[src/common/tta_pkg.sv]
package tta_pkg;

   // Bus geometry
   localparam int ADDR_W = 12;
   localparam int DATA_W = 32;
   localparam int WORD_W = ADDR_W - 2;

   // Register indices; the byte address is four times the index
   localparam logic [7:0] IDX_STATUS1 = 8'h41;
   localparam logic [7:0] IDX_STATUS2 = 8'h42;
   localparam logic [7:0] IDX_MASK1   = 8'h74;
   localparam logic [7:0] IDX_MASK2   = 8'h75;
   localparam logic [7:0] IDX_CFG3    = 8'h78;
   localparam logic [7:0] IDX_TIMER   = 8'h79;
   localparam logic [7:0] IDX_LIMIT   = 8'h7a;
   localparam logic [7:0] IDX_CFG4    = 8'h7d;

   // Reset values
   localparam logic [7:0] RST_MASK  = 8'h00;
   localparam logic [7:0] RST_CFG   = 8'h00;
   localparam logic [7:0] RST_LIMIT = 8'h00;
   localparam logic [7:0] RST_ZERO  = 8'h00;

   // Field positions
   localparam int CFG3_ALERT_PIN10 = 0;
   localparam int CFG3_THR_EN      = 1;
   localparam int CFG3_FULL_SPEED_ON_THROTTLE       = 2;
   localparam int CFG4_SEL_LO      = 0;
   localparam int CFG4_SEL_HI      = 1;
   localparam int MASK1_THR22      = 0;
   localparam int MASK1_OOL        = 7;
   localparam int ST1_THR22        = 0;
   localparam int ST2_OVT          = 1;
   localparam int ST2_F4P          = 5;

   // Pin 14 function select
   typedef enum logic [1:0] {
      P14_TACH     = 2'b00,
      P14_THROTTLE = 2'b01,
      P14_ALERT    = 2'b10,
      P14_GPIO     = 2'b11
   } tta_pin14_t;

   // Timer resolution
   localparam int unsigned LSB_TIME_US   = 22760;
   localparam int unsigned CLK_PERIOD_NS = 25;
   localparam int unsigned TICK_CYCLES   = LSB_TIME_US * 1000 / CLK_PERIOD_NS;
   localparam int          PRESC_W       = 20;
   localparam logic [7:0]  TIMER_FULL    = 8'hff;
   localparam logic [7:0]  TIMER_FIRST   = 8'h01;

   // AXI responses
   localparam logic [1:0] RESP_OKAY   = 2'b00;
   localparam logic [1:0] RESP_SLVERR = 2'b10;

   // Interrupt status 2 conditions from the monitoring logic
   typedef struct packed {
      logic remote_diode_two_fault;
      logic remote_diode_one_fault;
      logic fourth_fan_fail;
      logic fan3_fail;
      logic fan2_fail;
      logic first_fan_fail;
      logic overtemp_flag;
      logic rail12_or_vid_change;
   } tta_st2_cond_t;

endpackage

[src/tta_top.sv]
// The AXI4-Lite interface to the registers is this design's own decision.
`timescale 1ns/1ps
// Function
// (RL1) Mask2 bits 7 and 6 block alert for diode 2 and diode 1 faults.
// (RL2) Mask2 bit 5 blocks fourth_fan_fail, throttle or general I/O alert by pin use.
// (RL3) Mask2 bits 4..2 fans 3..1, bit 1 overtemp, bit 0 rail/VID change.
// (RL4) Alert output function stays off after reset until software assigns a pin.
// (RL5) Config3 bit 0 makes pin 10 the alert output, else fan drive 2.
// (RL6) Config4 bits 1:0 pick pin 14: tach, throttle, alert, general I/O.
// (RL7) Throttle enable makes pin 22 the throttle pin, else 2.5 V input.
// (RL8) Pin 14 throttle activity ignored while throttle enable is clear.
// (RL9) Full_speed_on_throttle bit drives fans full duty while throttle input held low.
// (RL10) Full_speed_on_throttle touches only fans already running.
// (RL11) Timer runs only while throttle asserted, holds and resumes otherwise.
// (RL12) Timer saturates at full scale until cleared by a read.
// (RL13) Timer bit 0 set on first assertion after clearing.
// (RL14) Past 45.52 ms bit 1 sets; bit 0 then weighs 22.76 ms.
// (RL15) Reading the timer returns its value and clears it.
// (RL16) Read during assertion clears, sets bit 0, counts on from zero.
// (RL17) Read during assertion with limit zero sets the fourth_fan_fail/throttle flag again.
// (RL18) Host-writable 8-bit timer limit register.
// (RL19) Timer above limit sets status2 bit 5 and alerts unless masked.
// (RL20) Mask2 bit 5 or mask1 bit 0 gates the timer alert; status still sets. Mask1 bit 0 gates only if throttle enabled, pin 14 not throttle.
// (RL21) Limit zero alerts on first assertion; limit one past 45.52 ms.
// (RL22) Status bits sticky; clear only on read after the condition ended. Status2 bit 1 (overtemp) follows its condition live.
// (RL23) Alert held through an unmasked condition and until status is read. The status2 bit 1 (overtemp) alert ends with its condition, without a read.
// (RL24) Throttle inputs pass two flip-flops before use.
// (RL25) Alert is open-drain, active low, when any unmasked status bit set.
module tta_top #(
   parameter int unsigned TICK_CYC = tta_pkg::TICK_CYCLES
) (
   input  wire logic                          aclk,
   input  wire logic                          aresetn,
   input  wire logic [tta_pkg::ADDR_W-1:0]    s_axi_awaddr,
   input  wire logic [2:0]                    s_axi_awprot,
   input  wire logic                          s_axi_awvalid,
   output logic                               s_axi_awready,
   input  wire logic [tta_pkg::DATA_W-1:0]    s_axi_wdata,
   input  wire logic [3:0]                    s_axi_wstrb,
   input  wire logic                          s_axi_wvalid,
   output logic                               s_axi_wready,
   output logic [1:0]                         s_axi_bresp,
   output logic                               s_axi_bvalid,
   input  wire logic                          s_axi_bready,
   input  wire logic [tta_pkg::ADDR_W-1:0]    s_axi_araddr,
   input  wire logic [2:0]                    s_axi_arprot,
   input  wire logic                          s_axi_arvalid,
   output logic                               s_axi_arready,
   output logic [tta_pkg::DATA_W-1:0]         s_axi_rdata,
   output logic [1:0]                         s_axi_rresp,
   output logic                               s_axi_rvalid,
   input  wire logic                          s_axi_rready,
   input  wire logic                          pin22_throttle_n,
   input  wire logic                          pin14_i,
   output logic                               pin14_o,
   output logic                               pin14_oe,
   output logic                               pin10_o,
   output logic                               pin10_oe,
   input  wire logic [6:0]                    st1_cond,
   input  wire tta_pkg::tta_st2_cond_t        st2_cond,
   input  wire logic [3:0]                    fan_running,
   input  wire logic                          fan_drive_output_2,
   output logic [3:0]                         full_speed_on_throttle,
   output logic                               sense_2v5_en
);
   import tta_pkg::*;

   localparam logic [PRESC_W-1:0] TICK_LAST = PRESC_W'(TICK_CYC - 1);

   logic [7:0]         mask1_reg, mask2_reg, cfg3_reg, cfg4_reg, limit_reg;
   logic [6:0]         st1_reg;
   logic [7:0]         st2_reg;
   logic [7:0]         count_reg;
   logic [PRESC_W-1:0] presc_reg;
   logic               started_reg;
   logic [1:0]         p22_sync_reg, p14_sync_reg;
   logic               wr_acc_reg, bvalid_reg, ar_acc_reg, rvalid_reg;
   logic [1:0]         bresp_reg, rresp_reg;
   logic [DATA_W-1:0]  rdata_reg;
   logic               pin10_o_reg, pin10_oe_reg, pin14_o_reg, pin14_oe_reg;
   logic [3:0]         full_speed_on_throttle_reg;
   logic               sense_reg;

   tta_pin14_t         pin14_func;
   logic               thr_en, thr22_act, thr14_act, thr_act, tick;
   logic [7:0]         timer_val;
   logic               timer_exceed;
   logic [7:0]         st1_now, st2_now, mask2_eff, st1_upd;
   logic               alert_pend;
   logic [7:0]         wr_idx, rd_idx;
   logic               wr_hit, rd_hit, wr_en, rd_fire;
   logic               rd_clr_st1, rd_clr_st2, rd_clr_tmr;

   // Maps a word address onto a known register
   function automatic logic mapped(input logic [WORD_W-1:0] w);
      logic hit;
      hit = 1'b0;
      if (w[WORD_W-1:8] == '0) begin
         case (w[7:0])
            IDX_STATUS1, IDX_STATUS2, IDX_MASK1, IDX_MASK2,
            IDX_CFG3, IDX_TIMER, IDX_LIMIT, IDX_CFG4: hit = 1'b1;
            default: hit = 1'b0;
         endcase
      end
      return hit;
   endfunction

   // Sticky flag update; a new condition wins over the read clear
   function automatic logic [7:0] sticky(input logic [7:0] cur, input logic [7:0] cond,
                                         input logic clr);
      return clr ? cond : (cur | cond);
   endfunction

   // Input synchronisers
   always_ff @(posedge aclk) begin
      if (!aresetn) begin
         p22_sync_reg <= 2'b11;
         p14_sync_reg <= 2'b11;
      end else begin
         p22_sync_reg <= {p22_sync_reg[0], pin22_throttle_n};  // [RL24]
         p14_sync_reg <= {p14_sync_reg[0], pin14_i};           // [RL24]
      end
   end

   assign thr_en     = cfg3_reg[CFG3_THR_EN];
   assign pin14_func = tta_pin14_t'(cfg4_reg[CFG4_SEL_HI:CFG4_SEL_LO]);           // [RL6]
   assign thr22_act  = thr_en & ~p22_sync_reg[1];                                 // [RL7]
   assign thr14_act  = thr_en & (pin14_func == P14_THROTTLE) & ~p14_sync_reg[1];  // [RL8]
   assign thr_act    = thr22_act | thr14_act;
   assign tick       = thr_act & (presc_reg == TICK_LAST);

   // Bit 0 marks the first assertion until two ticks make bit 1
   assign timer_val    = (count_reg == RST_ZERO && started_reg) ? TIMER_FIRST : count_reg; // [RL14]
   assign timer_exceed = timer_val > limit_reg;  // [RL21] [RL17]

   // Register bus decode
   assign wr_idx     = s_axi_awaddr[9:2];
   assign rd_idx     = s_axi_araddr[9:2];
   assign wr_hit     = (s_axi_awaddr[1:0] == 2'b00) & mapped(s_axi_awaddr[ADDR_W-1:2]);
   assign rd_hit     = (s_axi_araddr[1:0] == 2'b00) & mapped(s_axi_araddr[ADDR_W-1:2]);
   assign wr_en      = wr_acc_reg & wr_hit & s_axi_wstrb[0];
   assign rd_fire    = ar_acc_reg;
   assign rd_clr_st1 = rd_fire & rd_hit & (rd_idx == IDX_STATUS1);
   assign rd_clr_st2 = rd_fire & rd_hit & (rd_idx == IDX_STATUS2);
   assign rd_clr_tmr = rd_fire & rd_hit & (rd_idx == IDX_TIMER);

   // Write channel: address and data taken together in one cycle
   always_ff @(posedge aclk) begin
      if (!aresetn) begin
         wr_acc_reg <= 1'b0;
         bvalid_reg <= 1'b0;
         bresp_reg  <= RESP_OKAY;
      end else begin
         wr_acc_reg <= s_axi_awvalid & s_axi_wvalid & ~wr_acc_reg & ~bvalid_reg;
         if (wr_acc_reg) begin
            bvalid_reg <= 1'b1;
            bresp_reg  <= wr_hit ? RESP_OKAY : RESP_SLVERR;
         end else if (s_axi_bready) begin
            bvalid_reg <= 1'b0;
         end
      end
   end

   // Read channel; the register is sampled the cycle the address is taken
   always_ff @(posedge aclk) begin
      if (!aresetn) begin
         ar_acc_reg <= 1'b0;
         rvalid_reg <= 1'b0;
         rresp_reg  <= RESP_OKAY;
         rdata_reg  <= '0;
      end else begin
         ar_acc_reg <= s_axi_arvalid & ~ar_acc_reg & ~rvalid_reg;
         if (rd_fire) begin
            rvalid_reg <= 1'b1;
            rresp_reg  <= rd_hit ? RESP_OKAY : RESP_SLVERR;
            rdata_reg  <= '0;
            if (rd_hit) begin
               unique case (rd_idx)
                  IDX_STATUS1: rdata_reg[7:0] <= {|st2_reg, st1_reg};
                  IDX_STATUS2: rdata_reg[7:0] <= st2_reg;
                  IDX_MASK1:   rdata_reg[7:0] <= mask1_reg;
                  IDX_MASK2:   rdata_reg[7:0] <= mask2_reg;
                  IDX_CFG3:    rdata_reg[7:0] <= cfg3_reg;
                  IDX_TIMER:   rdata_reg[7:0] <= timer_val;   // [RL15]
                  IDX_LIMIT:   rdata_reg[7:0] <= limit_reg;
                  IDX_CFG4:    rdata_reg[7:0] <= cfg4_reg;
                  default:     rdata_reg[7:0] <= RST_ZERO;
               endcase
            end
         end else if (s_axi_rready) begin
            rvalid_reg <= 1'b0;
         end
      end
   end

   // Software-written configuration
   always_ff @(posedge aclk) begin
      if (!aresetn) begin
         mask1_reg <= RST_MASK;
         mask2_reg <= RST_MASK;
         cfg3_reg  <= RST_CFG;   // [RL4]
         cfg4_reg  <= RST_CFG;   // [RL4]
         limit_reg <= RST_LIMIT;
      end else if (wr_en) begin
         unique case (wr_idx)
            IDX_MASK1: mask1_reg <= s_axi_wdata[7:0];
            IDX_MASK2: mask2_reg <= s_axi_wdata[7:0];
            IDX_CFG3:  cfg3_reg  <= s_axi_wdata[7:0];
            IDX_CFG4:  cfg4_reg  <= s_axi_wdata[7:0];
            IDX_LIMIT: limit_reg <= s_axi_wdata[7:0];  // [RL18]
            default:   limit_reg <= limit_reg;
         endcase
      end
   end

   // Throttle assertion timer
   always_ff @(posedge aclk) begin
      if (!aresetn) begin
         presc_reg   <= '0;
         count_reg   <= RST_ZERO;
         started_reg <= 1'b0;
      end else if (rd_clr_tmr) begin
         presc_reg   <= '0;                // [RL16]
         count_reg   <= RST_ZERO;          // [RL15]
         started_reg <= thr_act;           // [RL16]
      end else if (thr_act) begin
         started_reg <= 1'b1;              // [RL13]
         presc_reg   <= tick ? '0 : presc_reg + 1'b1;  // [RL11]
         if (tick && count_reg != TIMER_FULL) begin
            count_reg <= count_reg + 8'h01;  // [RL12]
         end
      end
   end

   // Status conditions; pin 22 throttle replaces the 2.5 V flag
   always_comb begin
      st1_now            = {1'b0, st1_cond};
      st2_now            = st2_cond;
      if (thr_en) begin
         st1_now[ST1_THR22] = thr22_act;
      end
      st2_now[ST2_F4P] = timer_exceed |
                         ((pin14_func != P14_THROTTLE) & st2_cond.fourth_fan_fail); // [RL19]
   end

   assign st1_upd = sticky({1'b0, st1_reg}, st1_now, rd_clr_st1);

   always_ff @(posedge aclk) begin
      if (!aresetn) begin
         st1_reg <= 7'h00;
         st2_reg <= RST_ZERO;
      end else begin
         st1_reg <= st1_upd[6:0];                                         // [RL22]
         st2_reg <= sticky(st2_reg, st2_now, rd_clr_st2);                 // [RL22]
         st2_reg[ST2_OVT] <= st2_now[ST2_OVT];
      end
   end

   // Alert gating
   always_comb begin
      mask2_eff = mask2_reg;  // [RL1] [RL3]
      mask2_eff[ST2_F4P] = mask2_reg[ST2_F4P] |  // [RL2] [RL20]
         (thr_en & (pin14_func != P14_THROTTLE) & mask1_reg[MASK1_THR22]);
      alert_pend = (|(st1_reg & ~mask1_reg[6:0])) |
                   (~mask1_reg[MASK1_OOL] & (|(st2_reg & ~mask2_eff)));      // [RL23] [RL25]
   end

   // Pin drivers and fan full_speed_on_throttle
   always_ff @(posedge aclk) begin
      if (!aresetn) begin
         pin10_o_reg  <= 1'b0;
         pin10_oe_reg <= 1'b0;
         pin14_o_reg  <= 1'b0;
         pin14_oe_reg <= 1'b0;
         full_speed_on_throttle_reg    <= 4'h0;
         sense_reg    <= 1'b1;
      end else begin
         if (cfg3_reg[CFG3_ALERT_PIN10]) begin
            pin10_o_reg  <= 1'b0;         // [RL5]
            pin10_oe_reg <= alert_pend;   // [RL25]
         end else begin
            pin10_o_reg  <= fan_drive_output_2;
            pin10_oe_reg <= 1'b1;
         end
         pin14_o_reg  <= 1'b0;
         pin14_oe_reg <= (pin14_func == P14_ALERT) & alert_pend;  // [RL6] [RL25]
         full_speed_on_throttle_reg    <= {4{cfg3_reg[CFG3_FULL_SPEED_ON_THROTTLE] & thr_act}} & fan_running;  // [RL9] [RL10]
         sense_reg    <= ~thr_en;  // [RL7]
      end
   end

   assign s_axi_awready          = wr_acc_reg;
   assign s_axi_wready           = wr_acc_reg;
   assign s_axi_bvalid           = bvalid_reg;
   assign s_axi_bresp            = bresp_reg;
   assign s_axi_arready          = ar_acc_reg;
   assign s_axi_rvalid           = rvalid_reg;
   assign s_axi_rresp            = rresp_reg;
   assign s_axi_rdata            = rdata_reg;
   assign pin10_o                = pin10_o_reg;
   assign pin10_oe               = pin10_oe_reg;
   assign pin14_o                = pin14_o_reg;
   assign pin14_oe               = pin14_oe_reg;
   assign full_speed_on_throttle = full_speed_on_throttle_reg;
   assign sense_2v5_en           = sense_reg;
endmodule

[config.mk]
export PLATFORM = sky130hd
export DESIGN_NAME = tta_top
export DESIGN_NICKNAME = d
export VERILOG_FILES = /design/src/common/tta_pkg.sv /design/src/tta_top.sv
export SDC_FILE = /design/constraint.sdc
export NUM_CORES = 1
export LEC_CHECK = 0
export BUFFER_PORTS_ARGS = -buffer_cell sky130_fd_sc_hd__buf_2
export CORE_UTILIZATION = 53
export CTS_CLUSTER_DIAMETER = 100
export CTS_CLUSTER_SIZE = 16
export DETAILED_ROUTE_END_ITERATION = 6
export GPL_ROUTABILITY_DRIVEN = 0
export PLACE_DENSITY = 0.87
export SETUP_SLACK_MARGIN = 0.15
export SYNTH_ARGS = -nofsm -noshare
export SYNTH_HDL_FRONTEND = slang
export SYNTH_SLANG_ARGS = --single-unit
[constraint.sdc]
create_clock -name aclk -period 2.5 [get_ports aclk]
set_clock_uncertainty 0.2 [all_clocks]
set_input_delay 0.375 -clock aclk [delete_from_list [all_inputs] [get_ports aclk]]
set_output_delay 0.375 -clock aclk [all_outputs]
set_load 0.02 [all_outputs]
==> impl_metrics.env <==
export IMPL_ff2ff_setup_slack_ns=0.24
export IMPL_min_path_cells=2
export IMPL_drive_gt1_frac=0.203
export IMPL_crit_family="simple AND/OR/NAND/NOR gates"
export IMPL_drtAntennaViolNets=0
export IMPL_final_nets=851
export IMPL_arrival_ns=2.40
export IMPL_largest_reg_flops=20
export IMPL_crit_path_max_fanout=7
export IMPL_avgSynthCellArea_um2=8.66
export IMPL_tightest_slew_ns=0.582
export IMPL_finalSetupViolCount=0
export IMPL_synth_edf_count=0
export IMPL_max_stage_delay_ns=0.53
export IMPL_synth_cell_types=71
export IMPL_firstDrtPassIters=7
export IMPL_post_synth_top_area_cell="dfxtp_1"
export IMPL_fin_crit_sh=0.906
export IMPL_worstSetupStartpointType="flip-flop"
export IMPL_syn_instance_count=644
export IMPL_synth_area_leaders="dfxtp_1, mux2i_1, nor2_1"
export IMPL_required_ns=2.63
export IMPL_setup_tns_ns=0
export IMPL_clock_latency_ns=0.41
export IMPL_dpl_worst_slack_ns=0.0634
export IMPL_crit_buf_inv=0
export IMPL_maxSlewViolCount=0
export IMPL_worst_r2r_cell_count=5
export IMPL_design_core_area_mm2=0.0103
export IMPL_ys_ff_latch=110
export IMPL_area_delta_synth_final_pct=17.3
export IMPL_cellPowerDensity_mw_per_mm2=493
export IMPL_fin_crit_ns=2.26
export IMPL_ios=145
export IMPL_ys_warn_count=0
export IMPL_hold_viol=0
export IMPL_multiInputGateArea_mm2=0.00305
export IMPL_rows=37
export IMPL_die_area_mm2=0.0109
export IMPL_timing_rr_start="cfg4_reg[0]"
export IMPL_die_width_um=105
export IMPL_drt_initial_drc_count=621
export IMPL_cts_buffers=9
export IMPL_max_slew_margin_rel=0.611
export IMPL_seq_area_mm2=0.00220
export IMPL_synth_top_area_frac=0.395
export IMPL_maxCapViolCount=0
export IMPL_synthesis_area_mm2=0.00558
export IMPL_async_flop_share=0
export IMPL_vias=5369
export IMPL_cp_startpoint="cfg4_reg[0]"
export IMPL_wirelength_um=15400
export IMPL_cts_tree="built"
export IMPL_start_util=0.543
export IMPL_critPathCaptureType="flip-flop"
export IMPL_clockBufferDepth=2
export IMPL_grt_pass1_wl_um=24900
export IMPL_path_cells="and4bb_2 > o21ai_1 > or2_1 > or4_1 > a21oi_1"
export IMPL_synth_ff_type="dfxtp_1"
export IMPL_antennaDiodeCount=0
export IMPL_slowest_stage="or4_1"
export IMPL_dpl_hpwl_um=10600
export IMPL_port_buffers=84
export IMPL_grt_max_degree=46
export IMPL_status="complete, but fails checks"
export IMPL_violations="design-rule violations"
export IMPL_grt_setup_unrepaired="yes"
export IMPL_drc=2
export IMPL_whs_ns=0.00279
export IMPL_synth_commonest_cells="dfxtp_1, nor2_1, mux2i_1"
export IMPL_grt_use_total=0.287
export IMPL_synthMostInstantiatedCell="dfxtp_1"
export IMPL_die_y_um=105
export IMPL_routedWlPerCell_um=17.4
export IMPL_antenna_found_initial=0
export IMPL_crit_type="flip-flop to flip-flop"
export IMPL_nFillCells=793
export IMPL_grt_pass1_vias=4978
export IMPL_hold_path_class="input port to flip-flop"
export IMPL_leakage_nw=2.58
export IMPL_synth_seq_area_share=0.395
export IMPL_post_route_util=0.637
export IMPL_cts_htree_levels=3
export IMPL_cts_clk_slew_worst_paths_ns=0.13
export IMPL_fmax_ghz=0.442
export IMPL_via_per_inst=6.06
export IMPL_postCtsSetupRepairBufs=0
export IMPL_layout_setup_ws_ns=0.236
export IMPL_reg2reg_to="count_reg[4]"
export IMPL_clock_sinks=110
export IMPL_worstHoldEndpoint="s_axi_arready"
export IMPL_grt_overflow_total=0
export IMPL_total_power_mw=3.23
export IMPL_hold_start="s_axi_arvalid"
export IMPL_ctsRootBufferMaster="clkbuf_8"
export IMPL_ir_drop_v=0.000249
==> power by group <==
group | internal [mW] | switching, mW | leakage (nW)
clock network | 0.404 | 0.711 | 0.105
registers | 1.78 | 0.0309 | 0.894
logic | 0.114 | 0.186 | 1.58
total | 2.30 | 0.928 | 2.58
==> kinds of logic after synthesis <==
logic type                 count (synthesis)  share of synthesized area
xor gates and xnor gates                  18                     0.0283
and+or+nand+nor                          261                      0.259
buffers and inverters                     92                     0.0817
muxes                                     46                     0.0837
AOI/OAI and AO/OA                        105                      0.127
DFF                                      110                      0.395
other                                      1                   0.000672
adders and majority gates                 11                     0.0247
==> how the worst max path moves through the flow <==
| stage | depth (start not counted) | slack, ns | end |
|---|---|---|---|
| after floorplan | 10 | 0.26 | st2_reg[5] |
| after global placement | 10 | 0.17 | st2_reg[5] |
| after detailed placement | 10 | 0.06 | st2_reg[5] |
| after CTS | 10 | 0.16 | st2_reg[5] |
| after global routing | 10 | 0.11 | st2_reg[5] |
| final | 5 | 0.24 | count_reg[4] |
==> area by class of cell <==
class	count	area share
multi-input combinational	468	0.467
sequential	110	0.337
timing repair buffer	126	0.121
tap	136	0.0260
clock buffer	9	0.0189
inverter	30	0.0172
clock inverter	7	0.0132
==> metal layers <==
layer  share of wire  vias to the layer above  GRT usage
met2            0.45                      402      0.462
met4           0.052                        0      0.150
met3            0.11                      108     0.0568
li1                -                     2417          -
met1            0.39                     2442      0.363
met5               0                        -          0
==> cells in the final DEF (no fill, tap or decap), drive strengths merged, types with 4 or more instances in the layout <==
cell         netlist  routed
xnor2             15      15
dfxtp            110     110
a211oi             5       5
o21ai             19      19
clkbuf            32       9
nand2             31      31
and2               9       9
nand4             14      14
mux2i             41      41
nor3              22      22
dlygate4sd3        0      18
and3              11      11
a22oi             13      13
nand2b            11      11
nor4              12      12
nor2              91      91
conb               1      27
and4               4       4
clkinv             0       4
ha                11      11
nor2b             11      11
buf               30     108
mux2               5       5
a22o               7       7
nand3             19      19
a21oi             27      27
or3                5       5
inv               30      33
a32oi              7       7
==> repair_timing <==
action / CTS / global route
endpoints found under the setup margin: 1 / 12
hold buffers: 18 / 0
hold endpoints to repair: 17 / 0
gates resized for setup: 4 / 5
pin swaps: 0 / 2
gates cloned: 0 / 0
==> worst register-to-register path, delay by kind of cell (launching register included) <==
kind / cells / cell delay, ns
compound gates: 2 / 0.31
simple gates: 3 / 1.19
flops: 1 / 0.48
==> through the flow <==
step / cell area (µm²) / cells
floorplan: 5670 / 670
global placement: 6110 / 852
detailed placement: 6110 / 852
CTS: 6530 / 886
global route: 6540 / 886
finish: 6540 / 886
No activity file was read; power rests on OpenSTA's default activity.
